`src/fcl_map.vh`:
```
`ifndef FCL_MAP_VH
`define FCL_MAP_VH

// Register offsets (word addresses on the 4-bit register port)
`define FCL_OFS_CLKDIV      4'h0
`define FCL_OFS_INDEX       4'h1
`define FCL_OFS_STATUS      4'h2
`define FCL_OFS_PPROT       4'h3
`define FCL_OFS_DPROT       4'h4
`define FCL_OFS_PARAM       4'h5
`define FCL_OFS_MARGIN      4'h6

// Field positions
`define FCL_DIVLD_BIT       7
`define FCL_COMMAND_COMPLETE_FLAG_BIT        7
`define FCL_ACCESS_ERROR_FLAG_BIT      5
`define FCL_PROTECTION_VIOLATION_FLAG_BIT      4
`define FCL_PLDIS_BIT       2
`define FCL_PHDIS_BIT       5
`define FCL_POPEN_BIT       7
`define FCL_DOPEN_BIT       7

// Reset values
`define FCL_RST_DIV         7'h00
`define FCL_RST_INDEX       3'h0
`define FCL_RST_PROT        8'h00
`define FCL_RST_WORD        16'h0000
`define FCL_ERASED_WORD     16'hffff

// Parameter array
`define FCL_PARAM_WORDS     6
`define FCL_ONCE_PHRASES    8

// Operating modes
`define FCL_MODE_NS         2'h0
`define FCL_MODE_NX         2'h1
`define FCL_MODE_SS         2'h2
`define FCL_MODE_ST         2'h3

// Command codes
`define FCL_CMD_EVALL       8'h01
`define FCL_CMD_EVBLK       8'h02
`define FCL_CMD_EVPSEC      8'h03
`define FCL_CMD_RDONCE      8'h04
`define FCL_CMD_PGMP        8'h06
`define FCL_CMD_PGMONCE     8'h07
`define FCL_CMD_ERSALL      8'h08
`define FCL_CMD_ERSBLK      8'h09
`define FCL_CMD_ERSPSEC     8'h0a
`define FCL_CMD_UNSEC       8'h0b
`define FCL_CMD_BDKEY       8'h0c
`define FCL_CMD_UMARGIN     8'h0d
`define FCL_CMD_FMARGIN     8'h0e
`define FCL_CMD_EVDSEC      8'h10
`define FCL_CMD_PGMD        8'h11
`define FCL_CMD_ERSDSEC     8'h12

// Timing: engine run length in flash time-base ticks
`define FCL_ENGINE_TICKS    8'h10

`endif

```
`src/fcl_flash_seq.v`:
```
// Decided for this implementation: the address map and the strobed register port.
`timescale 1ns/1ps
`include "fcl_map.vh"
module fcl_flash_seq #(
  parameter [7:0] ENGINE_TICKS = `FCL_ENGINE_TICKS
) (
  input  wire        clk,              // Clock, 10 MHz
  input  wire        srst,             // Sync reset, active high
  input  wire [3:0]  addr,             // Register word address
  input  wire [15:0] wdata,            // Write data
  input  wire        wr,               // Write strobe
  input  wire        rd,               // Read strobe
  output reg  [15:0] rdata,            // Read data, cycle after rd
  input  wire [1:0]  mode,             // Operating mode
  input  wire        secured,          // Device secured
  input  wire [63:0] backdoor_key,     // Stored backdoor key
  output reg         timebase_tick,    // Flash time-base tick
  output wire        engine_busy,      // Command executing
  output reg  [7:0]  engine_code,      // Command held by engine
  output reg  [22:0] engine_addr,      // Global address held by engine
  output reg  [15:0] user_margin,      // User margin level
  output reg  [15:0] field_margin,     // Field margin level
  output reg         security_release  // Security released
);

  localparam [2:0] S_IDLE   = 3'h0;
  localparam [2:0] S_RUN    = 3'h1;
  localparam [2:0] S_WRONCE = 3'h2;
  localparam [2:0] S_RDONCE = 3'h3;

  function cmd_permitted;
    input [7:0] code;
    input [1:0] md;
    input       sec;
    reg         special;
    reg         sec_ns;
    begin
      special = (md == `FCL_MODE_SS) || (md == `FCL_MODE_ST);
      sec_ns  = sec && (md == `FCL_MODE_NS);
      case (code)
        `FCL_CMD_EVALL, `FCL_CMD_EVBLK: cmd_permitted = 1'b1;
        `FCL_CMD_EVPSEC, `FCL_CMD_RDONCE, `FCL_CMD_PGMD: cmd_permitted = !sec || sec_ns;
        `FCL_CMD_PGMP, `FCL_CMD_PGMONCE, `FCL_CMD_ERSBLK, `FCL_CMD_ERSPSEC,
        `FCL_CMD_UMARGIN, `FCL_CMD_EVDSEC, `FCL_CMD_ERSDSEC:
          cmd_permitted = (!sec && (md != `FCL_MODE_NS)) || sec_ns;
        `FCL_CMD_ERSALL, `FCL_CMD_UNSEC: cmd_permitted = special;
        `FCL_CMD_BDKEY: cmd_permitted = sec_ns;
        `FCL_CMD_FMARGIN: cmd_permitted = !sec && special;
        default: cmd_permitted = 1'b0;
      endcase
    end
  endfunction

  function is_prog_erase;
    input [7:0] code;
    begin
      case (code)
        `FCL_CMD_PGMP, `FCL_CMD_PGMONCE, `FCL_CMD_ERSALL, `FCL_CMD_ERSBLK,
        `FCL_CMD_ERSPSEC, `FCL_CMD_UNSEC, `FCL_CMD_PGMD, `FCL_CMD_ERSDSEC:
          is_prog_erase = 1'b1;
        default: is_prog_erase = 1'b0;
      endcase
    end
  endfunction

  reg  [6:0]  div_ratio;
  reg         div_loaded;
  reg  [6:0]  div_cnt;
  reg  [2:0]  param_index;
  reg  [7:0]  pprot;
  reg  [7:0]  dprot;
  reg         command_complete_flag;
  reg         access_error_flag;
  reg         protection_violation_flag;
  reg  [15:0] param [0:5];
  reg  [2:0]  state;
  reg  [7:0]  tick_cnt;
  reg  [2:0]  step;
  reg  [2:0]  eng_phrase;
  reg  [63:0] eng_data;
  reg  [7:0]  once_done;
  reg  [15:0] next_rdata;
  integer     i;

  wire        wr_status  = wr && (addr == `FCL_OFS_STATUS);
  wire        launch_req = wr_status && wdata[`FCL_COMMAND_COMPLETE_FLAG_BIT] && command_complete_flag && !access_error_flag && !protection_violation_flag;
  wire [7:0]  cmd_code   = param[0][15:8];
  wire [63:0] cmd_data   = {param[2], param[3], param[4], param[5]};
  wire [2:0]  cmd_phrase = param[1][2:0];
  wire        pflash_open = pprot[`FCL_PLDIS_BIT] && pprot[`FCL_PHDIS_BIT] && pprot[`FCL_POPEN_BIT];
  // Errors are judged at launch so nothing invalid ever reaches the engine
  wire        bad_cmd    = !cmd_permitted(cmd_code, mode, secured);
  wire        no_div     = is_prog_erase(cmd_code) && !div_loaded;
  wire        once_again = (cmd_code == `FCL_CMD_PGMONCE) && once_done[cmd_phrase];
  wire        key_bad    = (cmd_code == `FCL_CMD_BDKEY) && (cmd_data != backdoor_key);
  wire        acc_cond   = bad_cmd || no_div || once_again || key_bad;
  wire        pv_cond    = ((cmd_code == `FCL_CMD_ERSALL) && !(pflash_open && dprot[`FCL_DOPEN_BIT])) ||
                           ((cmd_code == `FCL_CMD_ERSBLK) && !pflash_open);
  wire        launch_ok  = launch_req && !acc_cond && !pv_cond;
  wire        run_done   = (state == S_RUN) && timebase_tick && (tick_cnt == ENGINE_TICKS - 8'h01);
  wire        once_mem_wr = (state == S_WRONCE);
  wire [4:0]  once_wr_addr = {eng_phrase, step[1:0]};
  wire [15:0] once_wr_data = eng_data[63 - 16 * step[1:0] -: 16];
  wire        once_rd_en = (state == S_RDONCE) && (step < 3'h4);
  wire [15:0] once_rd_data;
  // Unprogrammed phrases read as erased rather than stale memory contents
  wire [15:0] once_word = once_done[eng_phrase] ? once_rd_data : `FCL_ERASED_WORD;

  assign engine_busy = !command_complete_flag;

  fcl_once_mem u_once_mem (
    .clk     (clk),
    .srst    (srst),
    .wr_en   (once_mem_wr),
    .wr_addr (once_wr_addr),
    .wr_data (once_wr_data),
    .rd_en   (once_rd_en),
    .rd_addr ({eng_phrase, step[1:0]}),
    .rd_data (once_rd_data)
  );

  // Time base; ratio n gives one tick every n+1 bus clocks
  always @(posedge clk) begin
    if (srst) begin
      div_cnt       <= 7'h00;
      timebase_tick <= 1'b0;
    end else if (div_cnt >= div_ratio) begin
      div_cnt       <= 7'h00;
      timebase_tick <= 1'b1;
    end else begin
      div_cnt       <= div_cnt + 7'h01;
      timebase_tick <= 1'b0;
    end
  end

  // Configuration registers
  always @(posedge clk) begin
    if (srst) begin
      div_ratio   <= `FCL_RST_DIV;
      div_loaded  <= 1'b0;
      param_index <= `FCL_RST_INDEX;
      pprot       <= `FCL_RST_PROT;
      dprot       <= `FCL_RST_PROT;
    end else if (wr) begin
      case (addr)
        `FCL_OFS_CLKDIV: begin
          div_ratio  <= wdata[6:0];
          div_loaded <= 1'b1;
        end
        `FCL_OFS_INDEX: param_index <= wdata[2:0];
        `FCL_OFS_PPROT: pprot <= wdata[7:0];
        `FCL_OFS_DPROT: dprot <= wdata[7:0];
        default: ;
      endcase
    end
  end

  // Error flags: write one clears, a new error in the same cycle wins
  always @(posedge clk) begin
    if (srst) begin
      access_error_flag <= 1'b0;
      protection_violation_flag <= 1'b0;
    end else begin
      if (launch_req && acc_cond) begin
        access_error_flag <= 1'b1;
      end else if (wr_status && wdata[`FCL_ACCESS_ERROR_FLAG_BIT]) begin
        access_error_flag <= 1'b0;
      end
      if (launch_req && !acc_cond && pv_cond) begin
        protection_violation_flag <= 1'b1;
      end else if (wr_status && wdata[`FCL_PROTECTION_VIOLATION_FLAG_BIT]) begin
        protection_violation_flag <= 1'b0;
      end
    end
  end

  // Parameter array and command engine
  always @(posedge clk) begin
    if (srst) begin
      for (i = 0; i < `FCL_PARAM_WORDS; i = i + 1) begin
        param[i] <= `FCL_RST_WORD;
      end
      command_complete_flag             <= 1'b1;
      state            <= S_IDLE;
      tick_cnt         <= 8'h00;
      step             <= 3'h0;
      eng_phrase       <= 3'h0;
      eng_data         <= 64'h0000000000000000;
      engine_code      <= 8'h00;
      engine_addr      <= 23'h000000;
      once_done        <= 8'h00;
      user_margin      <= `FCL_RST_WORD;
      field_margin     <= `FCL_RST_WORD;
      security_release <= 1'b0;
    end else begin
      if (wr && (addr == `FCL_OFS_PARAM) && command_complete_flag && (param_index < 3'h6)) begin
        param[param_index] <= wdata;
      end
      case (state)
        S_IDLE: begin
          if (launch_ok) begin
            command_complete_flag        <= 1'b0;
            engine_code <= cmd_code;
            engine_addr <= {param[0][6:0], param[1]};
            eng_data    <= cmd_data;
            eng_phrase  <= cmd_phrase;
            tick_cnt    <= 8'h00;
            step        <= 3'h0;
            if (cmd_code == `FCL_CMD_RDONCE) begin
              state <= S_RDONCE;
            end else if (cmd_code == `FCL_CMD_PGMONCE) begin
              state <= S_WRONCE;
            end else begin
              state <= S_RUN;
            end
          end
        end
        S_WRONCE: begin
          if (step == 3'h3) begin
            once_done[eng_phrase] <= 1'b1;
            state                 <= S_RUN;
          end
          step <= step + 3'h1;
        end
        S_RDONCE: begin
          if (step != 3'h0) begin
            param[step + 3'h1] <= once_word;
          end
          if (step == 3'h4) begin
            command_complete_flag  <= 1'b1;
            state <= S_IDLE;
          end
          step <= step + 3'h1;
        end
        S_RUN: begin
          // Array timing is modelled as a fixed count of time-base ticks
          if (timebase_tick) begin
            tick_cnt <= tick_cnt + 8'h01;
          end
          if (run_done) begin
            command_complete_flag  <= 1'b1;
            state <= S_IDLE;
            case (engine_code)
              `FCL_CMD_UMARGIN: user_margin <= eng_data[63:48];
              `FCL_CMD_FMARGIN: field_margin <= eng_data[63:48];
              `FCL_CMD_UNSEC, `FCL_CMD_BDKEY: security_release <= 1'b1;
              default: ;
            endcase
          end
        end
        default: state <= S_IDLE;
      endcase
    end
  end

  // Read mux
  always @* begin
    next_rdata = 16'h0000;
    case (addr)
      `FCL_OFS_CLKDIV: next_rdata = {8'h00, div_loaded, div_ratio};
      `FCL_OFS_INDEX:  next_rdata = {13'h0000, param_index};
      `FCL_OFS_STATUS: next_rdata = {8'h00, command_complete_flag, 1'b0, access_error_flag, protection_violation_flag, 4'h0};
      `FCL_OFS_PPROT:  next_rdata = {8'h00, pprot};
      `FCL_OFS_DPROT:  next_rdata = {8'h00, dprot};
      `FCL_OFS_PARAM:  next_rdata = (param_index < 3'h6) ? param[param_index] : 16'h0000;
      `FCL_OFS_MARGIN: next_rdata = {user_margin[7:0], field_margin[7:0]};
      default:         next_rdata = 16'h0000;
    endcase
  end

  always @(posedge clk) begin
    if (srst) begin
      rdata <= 16'h0000;
    end else if (rd) begin
      rdata <= next_rdata;
    end else begin
      rdata <= 16'h0000;
    end
  end

endmodule // fcl_flash_seq

```
`src/fcl_once_mem.v`:
```
`timescale 1ns/1ps
module fcl_once_mem (
  input  wire        clk,     // Clock
  input  wire        srst,    // Sync reset
  input  wire        wr_en,   // Write enable
  input  wire [4:0]  wr_addr, // Write word address
  input  wire [15:0] wr_data, // Write data
  input  wire        rd_en,   // Read enable
  input  wire [4:0]  rd_addr, // Read word address
  output reg  [15:0] rd_data  // Registered read data
);

  reg [15:0] mem [0:31];

  always @(posedge clk) begin
    if (wr_en) begin
      mem[wr_addr] <= wr_data;
    end
  end

  always @(posedge clk) begin
    if (srst) begin
      rd_data <= 16'h0000;
    end else if (rd_en) begin
      rd_data <= mem[rd_addr];
    end
  end

endmodule // fcl_once_mem

```
`config.mk`:
```
export PLATFORM = sky130hd
export DESIGN_NAME = fcl_flash_seq
export DESIGN_NICKNAME = d
export VERILOG_FILES = /design/src/fcl_flash_seq.v /design/src/fcl_once_mem.v
export VERILOG_INCLUDE_DIRS = /design/src
export SDC_FILE = /design/constraint.sdc
export NUM_CORES = 1
export LEC_CHECK = 0
export BUFFER_PORTS_ARGS = -buffer_cell sky130_fd_sc_hd__buf_2
export CAP_MARGIN = 20
export CORE_ASPECT_RATIO = 0.75
export CORE_MARGIN = 1
export CORE_UTILIZATION = 39
export DETAILED_ROUTE_END_ITERATION = 8
export GPL_TIMING_DRIVEN = 0
export SETUP_SLACK_MARGIN = 0.4
export SYNTH_ARGS = -nofsm -noshare
export SYNTH_HDL_FRONTEND = slang
export SYNTH_SLANG_ARGS = --single-unit
```
`constraint.sdc`:
```
create_clock -name clk -period 8.3 [get_ports clk]
set_clock_uncertainty 0.15 [all_clocks]
set_input_delay 1.245 -clock clk [delete_from_list [all_inputs] [get_ports clk]]
set_output_delay 1.245 -clock clk [all_outputs]
set_load 0.02 [all_outputs]
```
Word-level counts from Yosys, hierarchy flattened. Memory sizes are Yosys's and may differ from the RTL's. A register that Yosys moved wholly into a read port is not among the register bits. Index checks and enable logic that the tools add are counted.

Output and inout bits: 82. Bits in writable memories: 608. Memories kept: 3. Word-level logic and storage cells: 209. Register bits after elaboration: 207. Memory bits (read-only): 32. Input bits: 91. Bits in latches: 0.

Div/mod/pow operators: 0. Shift operators: 1. $mul: 0. Multiplexer cells: 51. $add $sub $neg: 4. Order comparisons: 6. Equal/unequal tests: 40. Reductions and logical operators: 80. Bitwise operators: 2.

Memories: u_once_mem.mem (words 32, width 16, read ports 1, clocked after memory_dff 1, write ports 1, RTL line fcl_once_mem.v:13) `reg [15:0] mem [0:31];`; param (words 6, width 16, read ports 7, clocked after memory_dff 1, write ports 6, RTL line fcl_flash_seq.v:75) `reg [15:0] param [0:5];`; (name not given) (words 32, width 1, read ports 1, clocked after memory_dff 0, write ports 0, RTL line fcl_flash_seq.v:57) `case (code)`.

Operator list (number): one-hot mux 16 bit (7 select lines) (1); equality test 8 x 4 -> 1 bit, second input constant (12); variable part select 79 x 33 -> 16 bit (1); two-way mux 16 bit (4); != test 64 bit (1); OR reduction 16 bit (2); logical AND 1 bit (29); two-way mux 3 bit (9); two-way mux 1 bit (25); equality test 8 x 3 -> 1 bit, second input constant (3); equality test 8 x 5 -> 1 bit, second input constant (3); equality test 8 x 2 -> 1 bit, second input constant (2); two-way mux 8 bit (2); one-hot mux 8 bit (2 select lines) (1); AND reduction 2 bit (7); equality test 4 x 3 -> 1 bit, second input constant (3); one-hot mux 3 bit (4 select lines) (1); AND reduction 3 bit (4); OR reduction 2 bit (6); zero test 1 bit (10); nonzero test 2 bit (5); equality test 3 x 2 -> 1 bit, second input constant (3); adder 8 x 1 -> 8 bit, second input constant (1); equality test 4 x 2 -> 1 bit, second input constant (2); other kinds (30) (47).

Depth between registers and ports, before layout.
Word-level depth: 13. Depth in mapped cells: 13. Mapped depth without buffers: 9.

Cells and area by module. A second synthesis with hierarchy kept.

Cell total of the unflattened synthesis: 2665. Area, all modules: 36592.6 um2.

By module, submodules not included: fcl_once_mem (area an instance 20533.4 um2, cells an instance 1146, instances 1, seq. area each 15695.1 um2); fcl_flash_seq (area an instance 16059.2 um2, cells an instance 1519, instances 1, seq. area each 7967.6 um2).

Least setup slack after synthesis. OpenSTA, ideal clock, no wires.

Path kind: input to register. From: input addr[1]. To: memory param[2][0], enable pin. Setup slack: 4.241 ns. Data arrival time: 3.498 ns. Path buffers: 1. Required time: 7.739 ns. Stages: 6. Library setup time: 0.411 ns. Cell sequence: buf_4 -> nor2_1 -> nand4_1 -> nor4_2 -> nand2_1 -> o21ai_0.

RTL lines: from (decl) (RTL line fcl_flash_seq.v:9) `input wire [3:0] addr,`; to (decl) (RTL line fcl_flash_seq.v:75).

==> impl_metrics.json <==
{
  "clkLatencyLatePin_ns": 0.65,
  "rr_startpoint": "step[1]",
  "place.port_buffers": 170,
  "routed-wl-met2_um": 51500,
  "cpPeakStageDelay_ns": 0.90,
  "drt-initial-drc-count": 3578,
  "netlist_area_mm2": 0.0364,
  "ys_seq_area_frac": 0.651,
  "peakVddDrop_uv": 169,
  "met3WireLength_um": 15600,
  "max-slew-margin-rel": 0.178,
  "critPathCaptureType": "flop",
  "cp-start-kind": "flop",
  "yosys.cell_types.count": 68,
  "layout-drive-gt1-share": 0.206,
  "power.total_mw": 8.60,
  "via_count": 25100,
  "pwr_density_cell_mw_per_mm2": 205,
  "wl_per_cell_um": 30.4,
  "routed_wl_um": 125000,
  "wl_met1_um": 55000,
  "ioPinCount": 173,
  "instances_no_fill": 4113,
  "viasPerCell": 6.09,
  "crit_type": "reg -> reg",
  "worstPathMaxFanout": 16,
  "drc_errors": 0,
  "cp_slowest_cell": "nand3b_1",
  "cts-root-buf": "clkbuf_16",
  "crit_required_ns": 8.25,
  "grt_pass1_vias": 23600,
  "tns_ns": 0,
  "cts_setup_buffers": 0,
  "top_layer": "met5",
  "setup_viol": 0,
  "syn_to_final_growth_pct": 15.4,
  "crit_arrival_ns": 5.23,
  "h-tree-depth": 3,
  "yosysWarnings": 0,
  "syn_inst": 2534,
  "critPathLaunch": "step[1]",
  "cpMostUsedCell": "clkbuf_1",
  "dieArea_mm2": 0.0944,
  "initial_core_util": 0.396,
  "hp-class": "reg -> reg",
  "synth-edff-count": 640,
  "place_inst": 3957,
  "rows": 96,
  "path_clk_slew_ns": 0.06,
  "gr-usage-all-layers": 0.262,
  "cts_num_sinks": 862,
  "hpwl_um": 91900,
  "die_x_um": 355,
  "rsz0062_at_grt": "false",
  "grt_max_degree": 33,
  "cap_violations": 0,
  "nNetsFinal": 2931,
  "synth.avg_cell_area_um2": 14.3,
  "syn_nets": 2643,
  "cts-buffers-inserted": 84,
  "routabilityCongestion": 0.980,
  "hp-start": "pprot[0]",
  "grt_pass1_wl_um": 175000,
  "async_flop_share": 0,
  "finalCriticalPeriod_ns": 5.28,
  "final_cell_mix": "edfxtp_1 (640), dfxtp_1 (222), o21ai_0 (205), buf_2 (197), mux4_2 (178)",
  "antenna_found_initial": 8,
  "finalHoldViolCount": 0,
  "die_y_um": 266,
  "drtAntennaViolNets": 0,
  "core_area_mm2": 0.0919,
  "drtPass1Iterations": 6,
  "drv_slew": 0,
  "cts_hold_buffers": 0,
  "layout_commonest_cell": "edfxtp_1",
  "ys.flop_type": "edfxtp_1",
  "critical_path.cell_chain": "clkbuf_1, clkbuf_1, buf_1, inv_1, ha_1, clkbuf_1, nor2b_1, nand2_1, clkbuf_1, nand3b_1",
  "overflow": 0,
  "tightestPinTransition_ns": 1.22,
  "antenna_cells": 0,
  "cts_tree": "yes",
  "clock_path_buffers": 3,
  "fin_crit_sh": 0.636,
  "fmax_mhz": 189,
  "ys_ff_latch": 862,
  "status": "finished clean",
  "cts_resized": 0,
  "whs_ns": 0.324,
  "leakage_nw": 13.5
}
[registers in the layout, summed over array words and instances, names as in the netlist, 7 cells and up, named ones only]
signal,count
field_margin,16
pprot,8
once_done,8
user_margin,16
engine_code,8
engine_addr,23
param,128
u_once_mem.rd_data,16
eng_data,64
tick_cnt,8
div_cnt,7
u_once_mem.mem,512
dprot,8
rdata,16
div_ratio,7
[power breakdown]
part / internal (mW) / total [mW] / switching (mW) / leakage (nW)
combinational: 0.0628 / 0.185 / 0.122 / 4.80
clock: 2.10 / 3.79 / 1.69 / 1.30
sequential: 4.59 / 4.63 / 0.0357 / 7.44
total: 6.76 / 8.60 / 1.84 / 13.5
[synth_stat cells (35+ instances only)]
library cell	instances	area, um2
nand3_1	41	205
mux4_2	178	4010
xor2_1	39	342
clkbuf_1	143	537
edfxtp_1	640	19200
nor2_1	162	608
nand2_1	149	559
inv_1	35	131
dfxtp_1	222	4440
xnor2_1	35	307
a21oi_1	138	691
or3b_1	86	753
mux2i_1	68	681
o22ai_1	94	588
o21ai_0	207	1040
[per-layer routing]
layer  up-vias  global-route usage
li1      10500                   -
met1     12900               0.410
met2      1503               0.356
met3       178              0.0682
met4         2              0.0645
met5         -                   0
[through the flow]
| step | setup slack (ns) | util | cell area (um2) |
|---|---|---|---|
| after global placement | 2.29 | 0.422 | 38700 |
| after detailed placement | 2.18 | 0.427 | 39200 |
| after CTS | 2.17 | 0.456 | 41900 |
| after global routing | 2.73 | 0.457 | 42000 |
| final | 3.02 | 0.457 | 42000 |
| after floorplan | 4.24 | - | 36400 |
[cells by family after synthesis]
kind of cell,share of synthesized area
DFF,0.651
and+or+nand+nor,0.0815
AOI/OAI and AO/OA,0.0861
muxes,0.132
buffers and inverters,0.0253
xor gates and xnor gates,0.0178
adders and majority gates,0.00620
[layout make-up]
cell class | instances | area [um2]
Clock inverter | 40 | 357
Tap cell | 1225 | 1530
Timing Repair Buffer | 202 | 1320
Inverter | 35 | 131
Clock buffer | 112 | 2320
Multi-Input combinational cell | 1449 | 11900
Fill cell | 8162 | 49900
Buffer | 188 | 787
Sequential cell | 862 | 23700
[path summary, 6_finish.rpt]
kind	endpoint	slack (ns)	depth (start not counted)
min	pprot[0]	0.32	2
max reg2reg	param[1][11]	3.02	10
min reg2reg	pprot[0]	0.32	2
max	param[1][11]	3.02	10
[worst max-delay path: cells and delay by family (launching register included)]
family | cells | cell delay [ns]
adders and majority gates | 1 | 0.29
and+or+nand+nor | 3 | 1.39
DFF | 1 | 0.36
buffers and inverters | 6 | 2.55
Power figures use the tool's default switching activity.
